`src/shared/wdhr_pkg.sv`:
```
// Constants, register map and state types of the watchdog, halt and reset controller.
`default_nettype none

package wdhr_pkg;

    // Avalon byte offsets of the register words.
    localparam logic [3:0]  WDHR_OFS_SELECT     = 4'h0;
    localparam logic [3:0]  WDHR_OFS_STATUS     = 4'h4;
    localparam logic [3:0]  WDHR_OFS_COMMAND    = 4'h8;
    localparam logic [3:0]  WDHR_OFS_STATE      = 4'hC;

    localparam logic [7:0]  WDHR_SELECT_RESET   = 8'h07;
    localparam int          WDHR_RATIO_LSB      = 0;
    localparam int          WDHR_RATIO_W        = 3;
    localparam int          WDHR_TO_BIT         = 5;
    localparam int          WDHR_PD_BIT         = 4;

    localparam int          WDHR_CMD_CLR_SINGLE = 0;
    localparam int          WDHR_CMD_CLR_FIRST  = 1;
    localparam int          WDHR_CMD_CLR_SECOND = 2;
    localparam int          WDHR_CMD_HALT       = 3;

    localparam int          WDHR_STATE_HALT_BIT = 16;
    localparam int          WDHR_STATE_SST_BIT  = 17;

    localparam int          WDHR_BASE_STAGES    = 8;
    localparam int          WDHR_PRE_STAGES     = 7;
    localparam int          WDHR_CNT_W          = WDHR_BASE_STAGES + WDHR_PRE_STAGES;
    localparam int          WDHR_BASE_DIV       = 256;

    localparam int          WDHR_INSTR_DIV      = 4;
    localparam int          WDHR_SST_CYCLES     = 1024;
    localparam int          WDHR_DLY_W          = 10;

    typedef enum logic [3:0] {
        ST_RUN     = 4'h1,
        ST_HALT    = 4'h2,
        ST_STARTUP = 4'h4,
        ST_IRQ_DLY = 4'h8
    } wdhr_mode_t;

    typedef struct packed {
        wdhr_mode_t              st;
        logic [7:0]              sel;
        logic                    to;
        logic                    pd;
        logic [WDHR_CNT_W-1:0]   cnt;
        logic [1:0]              div;
        logic                    first_seen;
        logic                    second_seen;
        logic [WDHR_DLY_W-1:0]   dly;
        logic                    wake_irq;
        logic [7:0]              pa_prev;
        logic                    chip_rst;
        logic                    warm_rst;
        logic                    run_start;
        logic                    irq_go;
        logic                    cpu_run;
        logic                    osc_run;
        logic                    waitreq;
        logic [31:0]             rdata;
    } wdhr_state_t;

    // Terminal count: base divider of 256 times prescaler ratio 2^sel, minus one.
    function automatic logic [WDHR_CNT_W-1:0] wdhr_wdt_limit(input logic [WDHR_RATIO_W-1:0] sel);
        wdhr_wdt_limit = (WDHR_CNT_W'(WDHR_BASE_DIV) << sel) - WDHR_CNT_W'(1);
    endfunction

endpackage

`default_nettype wire

```
`src/wdhr_ctrl.sv`:
```
// Watchdog, halt and reset controller with an Avalon-MM register slave.
//
// Design decisions made here: the address map and the Avalon-MM interface to the registers.
`default_nettype none

module wdhr_ctrl
    import wdhr_pkg::*;
#(
    parameter bit         WDT_ENABLE   = 1'b1,
    parameter bit         WDT_RC_OSC   = 1'b1,
    parameter bit         DUAL_CLEAR   = 1'b0,
    parameter bit         XTAL_SYSCLK  = 1'b1,
    parameter logic [7:0] PA_WAKE_MASK = 8'hFF
) (
    input  wire logic        clk_in,
    input  wire logic        rst_in,
    input  wire logic        reset_pin_n_in,
    input  wire logic        wdt_osc_tick_in,
    input  wire logic        irq_in,
    input  wire logic        irq_enabled_in,
    input  wire logic        stack_full_in,
    input  wire logic [7:0]  port_a_in,
    input  wire logic [3:0]  avs_address_in,
    input  wire logic        avs_read_in,
    input  wire logic        avs_write_in,
    input  wire logic [31:0] avs_writedata_in,
    input  wire logic [3:0]  avs_byteenable_in,
    output var  logic [31:0] avs_readdata_out,
    output var  logic        avs_waitrequest_out,
    output var  logic        chip_reset_out,
    output var  logic        warm_reset_out,
    output var  logic        sys_osc_run_out,
    output var  logic        cpu_run_out,
    output var  logic        run_start_out,
    output var  logic        irq_take_out,
    output var  logic        timeout_flag_out,
    output var  logic        sleep_entered_flag_out
);

    wdhr_state_t q;
    wdhr_state_t n;

    logic                  inst_tick;
    logic                  wdt_tick;
    logic                  wdt_ovf;
    logic                  bus_wr;
    logic [7:0]            pa_fall;

    // An interrupt wake becomes an interrupt response only if the core can take it now.
    function automatic logic irq_taken(input logic woke_irq, input logic en, input logic full);
        irq_taken = woke_irq && en && !full;
    endfunction

    // The system oscillator is stopped in halt, so the instruction clock dies with it.
    assign inst_tick = (q.div == 2'(WDHR_INSTR_DIV - 1)) && (q.st != ST_HALT);
    assign wdt_tick  = WDT_ENABLE && (WDT_RC_OSC ? wdt_osc_tick_in : inst_tick);
    // Compare with at-or-above so that a smaller ratio written mid-period still times out
    // on the next tick instead of waiting for the whole counter to wrap.
    assign wdt_ovf   = wdt_tick && (q.cnt >= wdhr_wdt_limit(q.sel[WDHR_RATIO_W-1:0]));
    assign bus_wr    = avs_write_in && !q.waitreq && avs_byteenable_in[0];
    assign pa_fall   = q.pa_prev & ~port_a_in & PA_WAKE_MASK;

    always_comb begin
        logic clear_watchdog_single;
        logic halt_cmd;
        logic wake;
        clear_watchdog_single  = 1'b0;
        halt_cmd = 1'b0;
        wake     = 1'b0;
        n = q;
        n.pa_prev   = port_a_in;
        n.chip_rst  = 1'b0;
        n.warm_rst  = 1'b0;
        n.run_start = 1'b0;
        n.irq_go    = 1'b0;

        // Bus slave: every request waits exactly one cycle, then completes.
        n.waitreq = !((avs_read_in || avs_write_in) && q.waitreq);
        n.rdata   = 32'h0000_0000;
        if (avs_read_in && q.waitreq) begin
            unique case (avs_address_in)
                WDHR_OFS_SELECT: n.rdata[7:0] = q.sel;
                WDHR_OFS_STATUS: begin
                    n.rdata[WDHR_TO_BIT] = q.to;
                    n.rdata[WDHR_PD_BIT] = q.pd;
                end
                WDHR_OFS_STATE: begin
                    n.rdata[WDHR_CNT_W-1:0]      = q.cnt;
                    n.rdata[WDHR_STATE_HALT_BIT] = (q.st == ST_HALT);
                    n.rdata[WDHR_STATE_SST_BIT]  = (q.st == ST_STARTUP);
                end
                default: n.rdata = 32'h0000_0000;
            endcase
        end

        // Writes land on the edge at which waitrequest is seen low.
        if (bus_wr && avs_address_in == WDHR_OFS_SELECT) begin
            n.sel = avs_writedata_in[7:0];
        end
        // Clear commands come from a running program only; a halted or starting core issues none.
        if (bus_wr && avs_address_in == WDHR_OFS_COMMAND && WDT_ENABLE && (q.st == ST_RUN)) begin
            if (DUAL_CLEAR) begin
                n.first_seen  = q.first_seen || avs_writedata_in[WDHR_CMD_CLR_FIRST];
                n.second_seen = q.second_seen || avs_writedata_in[WDHR_CMD_CLR_SECOND];
                clear_watchdog_single = n.first_seen && n.second_seen;
            end else begin
                clear_watchdog_single = avs_writedata_in[WDHR_CMD_CLR_SINGLE];
            end
        end
        if (bus_wr && avs_address_in == WDHR_OFS_COMMAND) begin
            halt_cmd = avs_writedata_in[WDHR_CMD_HALT] && (q.st == ST_RUN);
        end

        // Instruction clock divider runs only while the system oscillator does.
        if (q.st != ST_HALT) begin
            n.div = q.div + 2'h1;
        end

        // Watchdog counter: base divider in the low eight bits, prescaler above.
        if (wdt_tick) begin
            n.cnt = q.cnt + WDHR_CNT_W'(1);
        end
        if (clear_watchdog_single) begin
            n.cnt         = '0;
            n.first_seen  = 1'b0;
            n.second_seen = 1'b0;
            n.to          = 1'b0;
            n.pd          = 1'b0;
        end

        // Start-up delay and interrupt delay share one counter.
        unique case (q.st)
            ST_RUN: begin
                if (halt_cmd) begin
                    n.st  = ST_HALT;
                    n.cnt = '0;
                    n.pd  = 1'b1;
                    n.to  = 1'b0;
                    n.div = 2'h0;
                end else if (wdt_ovf) begin
                    n.chip_rst = 1'b1;
                    n.to       = 1'b1;
                    n.cnt      = '0;
                    n.sel      = WDHR_SELECT_RESET;
                    n.div      = 2'h0;
                end
            end
            ST_HALT: begin
                n.wake_irq = 1'b0;
                if (wdt_ovf) begin
                    n.warm_rst = 1'b1;
                    n.to       = 1'b1;
                    n.cnt      = '0;
                    wake       = 1'b1;
                end else if (irq_in) begin
                    n.wake_irq = 1'b1;
                    wake       = 1'b1;
                end else if (|pa_fall) begin
                    wake = 1'b1;
                end
            end
            ST_STARTUP: begin
                n.dly = q.dly + WDHR_DLY_W'(1);
                if (q.dly == WDHR_DLY_W'(WDHR_SST_CYCLES - 1)) begin
                    n.dly = '0;
                    if (irq_taken(q.wake_irq, irq_enabled_in, stack_full_in)) begin
                        n.st = ST_IRQ_DLY;
                    end else begin
                        n.st        = ST_RUN;
                        n.run_start = 1'b1;
                    end
                end
            end
            ST_IRQ_DLY: begin
                n.dly = q.dly + WDHR_DLY_W'(1);
                if (q.dly == WDHR_DLY_W'(WDHR_INSTR_DIV - 1)) begin
                    n.dly       = '0;
                    n.st        = ST_RUN;
                    n.irq_go    = 1'b1;
                    n.run_start = 1'b1;
                end
            end
            default: n.st = ST_RUN;
        endcase

        // A crystal needs time to settle after halt; an RC oscillator runs at once.
        if (wake) begin
            n.dly = '0;
            if (XTAL_SYSCLK) begin
                n.st = ST_STARTUP;
            end else if (irq_taken(n.wake_irq, irq_enabled_in, stack_full_in)) begin
                n.st = ST_IRQ_DLY;
            end else begin
                n.st        = ST_RUN;
                n.run_start = 1'b1;
            end
        end

        // The reset pin wins over everything and skips the start-up delay.
        if (!reset_pin_n_in) begin
            n.st          = ST_RUN;
            n.chip_rst    = 1'b1;
            n.warm_rst    = 1'b0;
            n.run_start   = 1'b0;
            n.irq_go      = 1'b0;
            n.cnt         = '0;
            n.first_seen  = 1'b0;
            n.second_seen = 1'b0;
            n.sel         = WDHR_SELECT_RESET;
            n.div         = 2'h0;
            n.dly         = '0;
            n.wake_irq    = 1'b0;
            n.to          = q.to;
            n.pd          = q.pd;
        end
        if (q.st == ST_STARTUP && q.chip_rst && reset_pin_n_in && n.st == ST_STARTUP) begin
            n.chip_rst = 1'b1;
        end
        if (!WDT_ENABLE) begin
            n.cnt = '0;
        end
        n.cpu_run = (n.st == ST_RUN) && !n.chip_rst && !n.warm_rst;
        // The oscillator flag is registered so that the output comes straight from a flop.
        n.osc_run = (n.st != ST_HALT);
    end

    always_ff @(posedge clk_in or posedge rst_in) begin
        if (rst_in) begin
            q.st          <= ST_STARTUP;
            q.sel         <= WDHR_SELECT_RESET;
            q.to          <= 1'b0;
            q.pd          <= 1'b0;
            q.cnt         <= '0;
            q.div         <= 2'h0;
            q.first_seen  <= 1'b0;
            q.second_seen <= 1'b0;
            q.dly         <= '0;
            q.wake_irq    <= 1'b0;
            q.pa_prev     <= 8'hFF;
            q.chip_rst    <= 1'b1;
            q.warm_rst    <= 1'b0;
            q.run_start   <= 1'b0;
            q.irq_go      <= 1'b0;
            q.cpu_run     <= 1'b0;
            q.osc_run     <= 1'b1;
            q.waitreq     <= 1'b1;
            q.rdata       <= 32'h0000_0000;
        end else begin
            q <= n;
        end
    end

    assign avs_readdata_out       = q.rdata;
    assign avs_waitrequest_out    = q.waitreq;
    assign chip_reset_out         = q.chip_rst;
    assign warm_reset_out         = q.warm_rst;
    assign sys_osc_run_out        = q.osc_run;
    assign cpu_run_out            = q.cpu_run;
    assign run_start_out          = q.run_start;
    assign irq_take_out           = q.irq_go;
    assign timeout_flag_out       = q.to;
    assign sleep_entered_flag_out = q.pd;
endmodule

`default_nettype wire

```
`config.mk`:
```
export PLATFORM = sky130hd
export DESIGN_NAME = wdhr_ctrl
export DESIGN_NICKNAME = d
export VERILOG_FILES = /design/src/shared/wdhr_pkg.sv /design/src/wdhr_ctrl.sv
export SDC_FILE = /design/constraint.sdc
export NUM_CORES = 1
export LEC_CHECK = 0
export ABC_AREA = 0
export BUFFER_PORTS_ARGS = -buffer_cell sky130_fd_sc_hd__buf_2
export CAP_MARGIN = 0
export CORE_ASPECT_RATIO = 2
export CORE_MARGIN = 8
export CORE_UTILIZATION = 53
export DETAILED_ROUTE_END_ITERATION = 16
export PLACE_DENSITY = 0.8
export SYNTH_ARGS = -nofsm -noshare
export SYNTH_HDL_FRONTEND = slang
export SYNTH_SLANG_ARGS = --single-unit
```
`constraint.sdc`:
```
create_clock -name clk_in -period 3.3 [get_ports clk_in]
set_input_delay 0.33 -clock clk_in [delete_from_list [all_inputs] [get_ports clk_in]]
set_output_delay 0.33 -clock clk_in [all_outputs]
set_load 0.03 [all_outputs]
```
==> results.yml, run 1 <==
drt:
  viasPerCell: 5.55
  wire_per_inst_microns: 16.0
  drc: 0
  wirelength_mm: 8.15
  drtIter0Drc: 130
  detail-route-antenna-nets: 0
  num_vias: 2830
  firstDrtPassIters: 5
sta:
  fin_setup_tns_ns: 0
  fmaxAchievable_mhz: 365
  finalClockSkew_ns: 0.00684
  rsz0062_at_grt: "false"
  maxSlewViolCount: 0
  fin_crit_sh: 0.830
  hold_viol: 0
  tightestPinTransition_ns: 0.823
  hold_slack_ns: 0.0998
  layout_min_cycle_time_ns: 2.74
  slew-limit-headroom: 0.444
  finalSetupViolCount: 0
hold_path:
  hold_path_end: "q[42]"
  min_from: "port_a_in[3]"
  min_path_cells: 1
  holdCritPathClass: "input port to register"
layout:
  area_growth_pct: 12.2
  layout_commonest_cell: "dfrtp_1"
  antenna_cells: 0
  layout_common_cells: "57 x dfrtp_1, 55 x buf_2, 44 x nor2_1"
  nets: 481
  drive_above_1_share: 0.257
yosys:
  synth_enable_flop_cells: 0
  synth_seq_area_share: 0.485
  synth_area_leaders: "dfrtp_1 38%, dfstp_2 10%, buf_4 6.4%"
  async_flop_share: 1.00
  synth.avg_cell_area_sq_um: 9.99
  yosys_warnings: 0
  yosysTopAreaCell: "dfrtp_1"
  synth-seq-cells: 72
  synth_cells: 376
  synth.cell_area_sq_um: 3760
  ys_types: 56
  synth_flop_cell: "dfrtp_1"
  synth_top_area_share: 0.380
global_route:
  antenna_found_initial: 0
  overflow: 0
  grt_usage: 0.172
  grt_pass1_wl_mm: 13.2
  grt_pass1_vias: 2952
  grt_max_degree: 40
worst_setup_path:
  start_kind: "register"
  cp_num_buf_inv: 0
  crit_path_max_fanout: 8
  crit_chain: "a21oi_1 > ha_1 > nand3_1 > or4_4 > o211a_4 > o21ai_0 > nor2_1"
  path_depth: 7
  cp_data_arrival_time_ns: 2.92
  r2r_setup_slack_ns: 0.56
  cp_slowest_cell: "dfstp_2"
  r2r_cells: 7
  path_class: "register to register"
  r2r-end: "q[83]"
  crit_required_ns: 3.49
  end_kind: "register"
  max_stage_delay_ns: 0.60
  r2r_start: "q[80]"
  crit_family: "compound AO/OA/AOI/OAI gates"
die:
  die_y_microns: 135
  start_util: 0.546
  num_rows: 43
  io_pins: 98
  core_area_sq_um: 6890
  fp.dieW_microns: 75.5
  die_area_sq_um: 10200
placement:
  io_buffers: 55
  post-dp-hpwl_mm: 6.35
  gp_congestion: 0.865
clock_tree:
  cts_resized: 0
  holdBufCountCts: 0
  root_buffer: "clkbuf_16"
  h-tree-depth: 3
  clock_path_buffers: 2
  postCtsSetupBuffers: 0
  cts_tree: "done"
  cts_made_buffers: 9
  clk_pin_slew_ns: 0.06
  clkLatencyLatePin_ns: 0.34
  clock-sinks: 72
power:
  leakage_nw: 1.99
  vdd_drop_max_uv: 373
  powerDensity_nw_per_um2: 470
outcome:
  outcome: "complete, no violations"
job:
  cap_viol_max_count: 0
[synth_stat cells (3+ instances only)]
library cell,instances
a21oi_1,10
a22oi_1,7
a31oi_1,5
and2_1,12
and3_1,4
and4_1,3
buf_4,32
clkbuf_1,10
dfrtp_1,57
dfstp_2,15
ha_1,9
inv_1,11
mux2i_1,10
nand2_1,25
nand3_1,17
nand4_1,9
nor2_1,44
nor2_2,10
nor2b_1,5
nor3_1,9
nor4_1,3
nor4b_1,3
o21ai_0,10
xnor2_1,6
xor2_1,12
[worst register-to-register path: stages, from the launching register on]
cell and delay, ns:
dfstp_2 0.60, a21oi_1 0.09, ha_1 0.31, nand3_1 0.10
or4_4 0.50, o211a_4 0.28, o21ai_0 0.58, nor2_1 0.11
[power by group]
group          total (mW)  leakage [nW]  switching [mW]  internal (mW)
Combinational       0.130         0.909          0.0948         0.0347
Sequential          0.912         0.945          0.0102          0.902
Clock               0.940         0.138           0.360          0.580
[registers in the layout, indices dropped and copies added, names as in the netlist]
signal,count
cpu_run_out,1
sleep_entered_flag_out,1
q,46
timeout_flag_out,1
avs_readdata_out,17
run_start_out,1
irq_take_out,1
avs_waitrequest_out,1
warm_reset_out,1
chip_reset_out,1
sys_osc_run_out,1
[cell type report]
| class | instances | area [sq um] |
|---|---|---|
| Clock inverter | 6 | 60.1 |
| Sequential cell | 72 | 1820 |
| Fill cell | 622 | 2670 |
| Inverter | 11 | 41.3 |
| Multi-Input combinational cell | 262 | 1650 |
| Timing Repair Buffer | 59 | 305 |
| Tap cell | 90 | 113 |
| Clock buffer | 10 | 229 |
[through the flow]
step | setup WS, ns | area (sq um) | instances | utilization | total power, mW
final | 0.563 | 4210 | 510 | 0.612 | 1.98
after global routing | 0.367 | 4210 | 510 | 0.612 | 2.04
after CTS | 0.564 | 4210 | 510 | 0.612 | 2.00
after detailed placement | 0.583 | 3930 | 494 | 0.570 | 1.06
after global placement | 0.615 | 3930 | 494 | 0.570 | 1.05
after floorplan | 0.671 | 3810 | 390 | - | 1.03
[kinds of logic (layout without fill, tap and decap cells)]
| kind of cell | Yosys count | in the layout | synth area share |
|---|---|---|---|
| and+or+nand+nor | 156 | 156 | 0.219 |
| DFF | 72 | 72 | 0.485 |
| buffers and inverters | 56 | 86 | 0.0916 |
| AOI/OAI and AO/OA | 54 | 54 | 0.105 |
| xor gates and xnor gates | 18 | 18 | 0.0420 |
| muxes | 10 | 10 | 0.0266 |
| adders and majority gates | 9 | 9 | 0.0300 |
| other | 1 | 15 | 0.000998 |
[how the worst max path moves through the flow]
stage / startpoint / end / slack, ns
after floorplan: q[80] / q[68] / 0.67
after global placement: q[80] / q[83] / 0.61
after detailed placement: q[80] / q[83] / 0.58
after CTS: q[80] / q[83] / 0.56
after global routing: q[80] / q[82] / 0.37
final: q[80] / q[83] / 0.56
[layer usage]
metal	global-route usage	part of all wire
met5	0	0
met4	0.105	0.033
met3	0.0423	0.049
met2	0.325	0.58
met1	0.150	0.33
(Power assumes the default switching activity.)
==> run 2, diff against run 1 <==
- ABC_AREA: 0 -> 1
- CORE_UTILIZATION: 53 -> 54
- PLACE_DENSITY: 0.8 -> 0.81
- clock period: 3.3 -> 2.8 ns (I/O delays scaled with it)
==> run 2 against run 1 <==
Synthesized cell count increased by 25%. Sequential power increased by 18%. Design area is 6.1% higher. Power is 22% higher. Critical path type unchanged.
==> results.yml, run 2 <==
die:
  num_rows: 44
  core_area_sq_um: 7210
  fp.dieW_microns: 76.7
  start_util: 0.551
  die_y_microns: 137
  die_area_sq_um: 10500
  io_pins: 98
drt:
  wirelength_mm: 9.54
  num_vias: 3285
  drtIter0Drc: 219
  drc: 0
  firstDrtPassIters: 4
  wire_per_inst_microns: 15.7
  detail-route-antenna-nets: 0
  viasPerCell: 5.40
global_route:
  grt_pass1_vias: 3343
  grt_usage: 0.187
  grt_pass1_wl_mm: 15.5
  antenna_found_initial: 0
  overflow: 0
  grt_max_degree: 73
layout:
  layout_commonest_cell: "nand2_1"
  instances_no_fill: 608
  layout_common_cells: "74 x nand2_1, 57 x dfrtp_1, 55 x buf_2"
  largest_register_ffs: 46
  regMostFlops: "q"
  nets: 577
  antenna_cells: 0
  drive_above_1_share: 0.244
  area_growth_pct: 12.5
sta:
  hold_viol: 0
  fin_crit_sh: 0.904
  hold_slack_ns: 0.00813
  finalClockSkew_ns: 0.00835
  finalSetupViolCount: 0
  slew-limit-headroom: 0.522
  layout_min_cycle_time_ns: 2.53
  fin_setup_tns_ns: 0
  tightestPinTransition_ns: 0.714
  fmaxAchievable_mhz: 395
  maxSlewViolCount: 0
  rsz0062_at_grt: "false"
  final.setup.worst_slack_ns: 0.268
clock_tree:
  h-tree-depth: 3
  root_buffer: "clkbuf_16"
  clock_path_buffers: 2
  clk_pin_slew_ns: 0.06
  clock-sinks: 72
  holdBufCountCts: 0
  cts_tree: "done"
  cts_made_buffers: 9
  clkLatencyLatePin_ns: 0.33
worst_setup_path:
  crit_required_ns: 3.06
  start_kind: "register"
  cp_common_cell: "nand2_4"
  r2r_start: "q[81]"
  cp_data_arrival_time_ns: 2.79
  crit_chain: "a21oi_1 > ha_1 > a21oi_1 > nand2_1 > a21oi_2 > nand3_2 > nand2_4 > nand2_4 > nand2_4 > nand2_4 > nor2_4 > buf_12 > nand2_1 > o21ai_2"
  end_kind: "register"
  max_stage_delay_ns: 0.62
  cp_slowest_cell: "dfstp_2"
  crit_path_max_fanout: 14
  path_class: "register to register"
  r2r_cells: 14
  r2r-end: "q[55]"
  r2r_setup_slack_ns: 0.27
yosys:
  synth_seq_area_share: 0.458
  synth-seq-cells: 72
  synth_area_leaders: "dfrtp_1 36%, dfstp_2 9.9%, nand2_1 7.0%"
  synth_cells: 470
  yosysTopAreaCell: "dfrtp_1"
  async_flop_share: 1.00
  ys_types: 38
  synth.cell_area_sq_um: 3970
  yosysMostFrequentCell: "nand2_1"
  synth_top_area_share: 0.359
  synth_enable_flop_cells: 0
  synth_flop_cell: "dfrtp_1"
  synth.avg_cell_area_sq_um: 8.45
  ys_top_cells_by_count: "74 x nand2_1, 57 x dfrtp_1, 54 x inv_1, 54 x nor2_1, 32 x buf_4"
  yosys_warnings: 0
placement:
  post-place-ws_ns: 0.247
  post-dp-hpwl_mm: 6.92
  gp_congestion: 0.874
  dp.cells: 591
  io_buffers: 55
power:
  powerDensity_nw_per_um2: 541
  leakage_nw: 2.17
  vdd_drop_max_uv: 346
  p_total_mw: 2.42
outcome:
  outcome: "complete, no violations"
hold_path:
  holdCritPathClass: "input port to asynchronous set/reset pin"
job:
  cap_viol_max_count: 0
==> run 2: cell families (layout without fill, tap and decap cells) <==
group / Yosys count / in the layout / share of synthesized area
and+or+nand+nor: 214 / 214 / 0.254
buffers and inverters: 102 / 134 / 0.134
DFF: 72 / 72 / 0.458
AOI/OAI and AO/OA: 57 / 57 / 0.0920
xor gates and xnor gates: 15 / 15 / 0.0331
adders and majority gates: 9 / 9 / 0.0283
other: 1 / 15 / 0.000944
==> run 2: worst max-delay path by stage <==
| stage | startpoint | endpoint | slack, ns | cells after the start |
|---|---|---|---|---|
| CTS | q[81] | q[52] | 0.19 | 13 |
| floorplan | q[81] | q[51] | 0.52 | 17 |
| global route | q[80] | q[57] | 0.03 | 18 |
| detailed placement | q[80] | q[52] | 0.25 | 17 |
| global placement | q[80] | q[54] | 0.28 | 17 |
| finish | q[81] | q[55] | 0.27 | 14 |
==> run 2: layout make-up <==
class / instances / area, sq um
Tap cell: 92 / 115
Inverter: 59 / 221
Multi-Input combinational cell: 310 / 1670
Clock inverter: 5 / 55.1
Timing Repair Buffer: 59 / 330
Sequential cell: 72 / 1820
Clock buffer: 11 / 253
Fill cell: 616 / 2740
==> run 2: where the power goes <==
group	total [mW]	internal, mW	switching (mW)
clock	1.16	0.734	0.424
combinational	0.184	0.0469	0.137
sequential	1.08	1.07	0.0120
total	2.42	1.85	0.573
==> run 2: repair_timing <==
action | 4_1_cts | 5_1_grt
setup buffers | 0 | 1
gates resized for setup | 0 | 0
endpoints found under the setup margin | 0 | 8
==> run 2: per-layer routing <==
metal  wire (microns)  track usage
met3              414       0.0490
met4              469        0.133
met2             5350        0.346
met5                0            0
met1             3310        0.173
==> run 2: worst max-delay path: cells and delay by family, from the launching register on <==
kind                     cells  cell delay (ns)
buffers and inverters        1             0.15
AND/OR/NAND/NOR              8             0.85
AO/OA/AOI/OAI                4             0.52
flip-flops                   1             0.62
adder cells (fa/ha/maj)      1             0.32
==> run 2: through the flow <==
stage,cell area (sq um),utilization
final,4470,0.620
after global routing,4470,0.620
after CTS,4450,0.617
after detailed placement,4140,0.574
after global placement,4140,0.574
after floorplan,4030,-
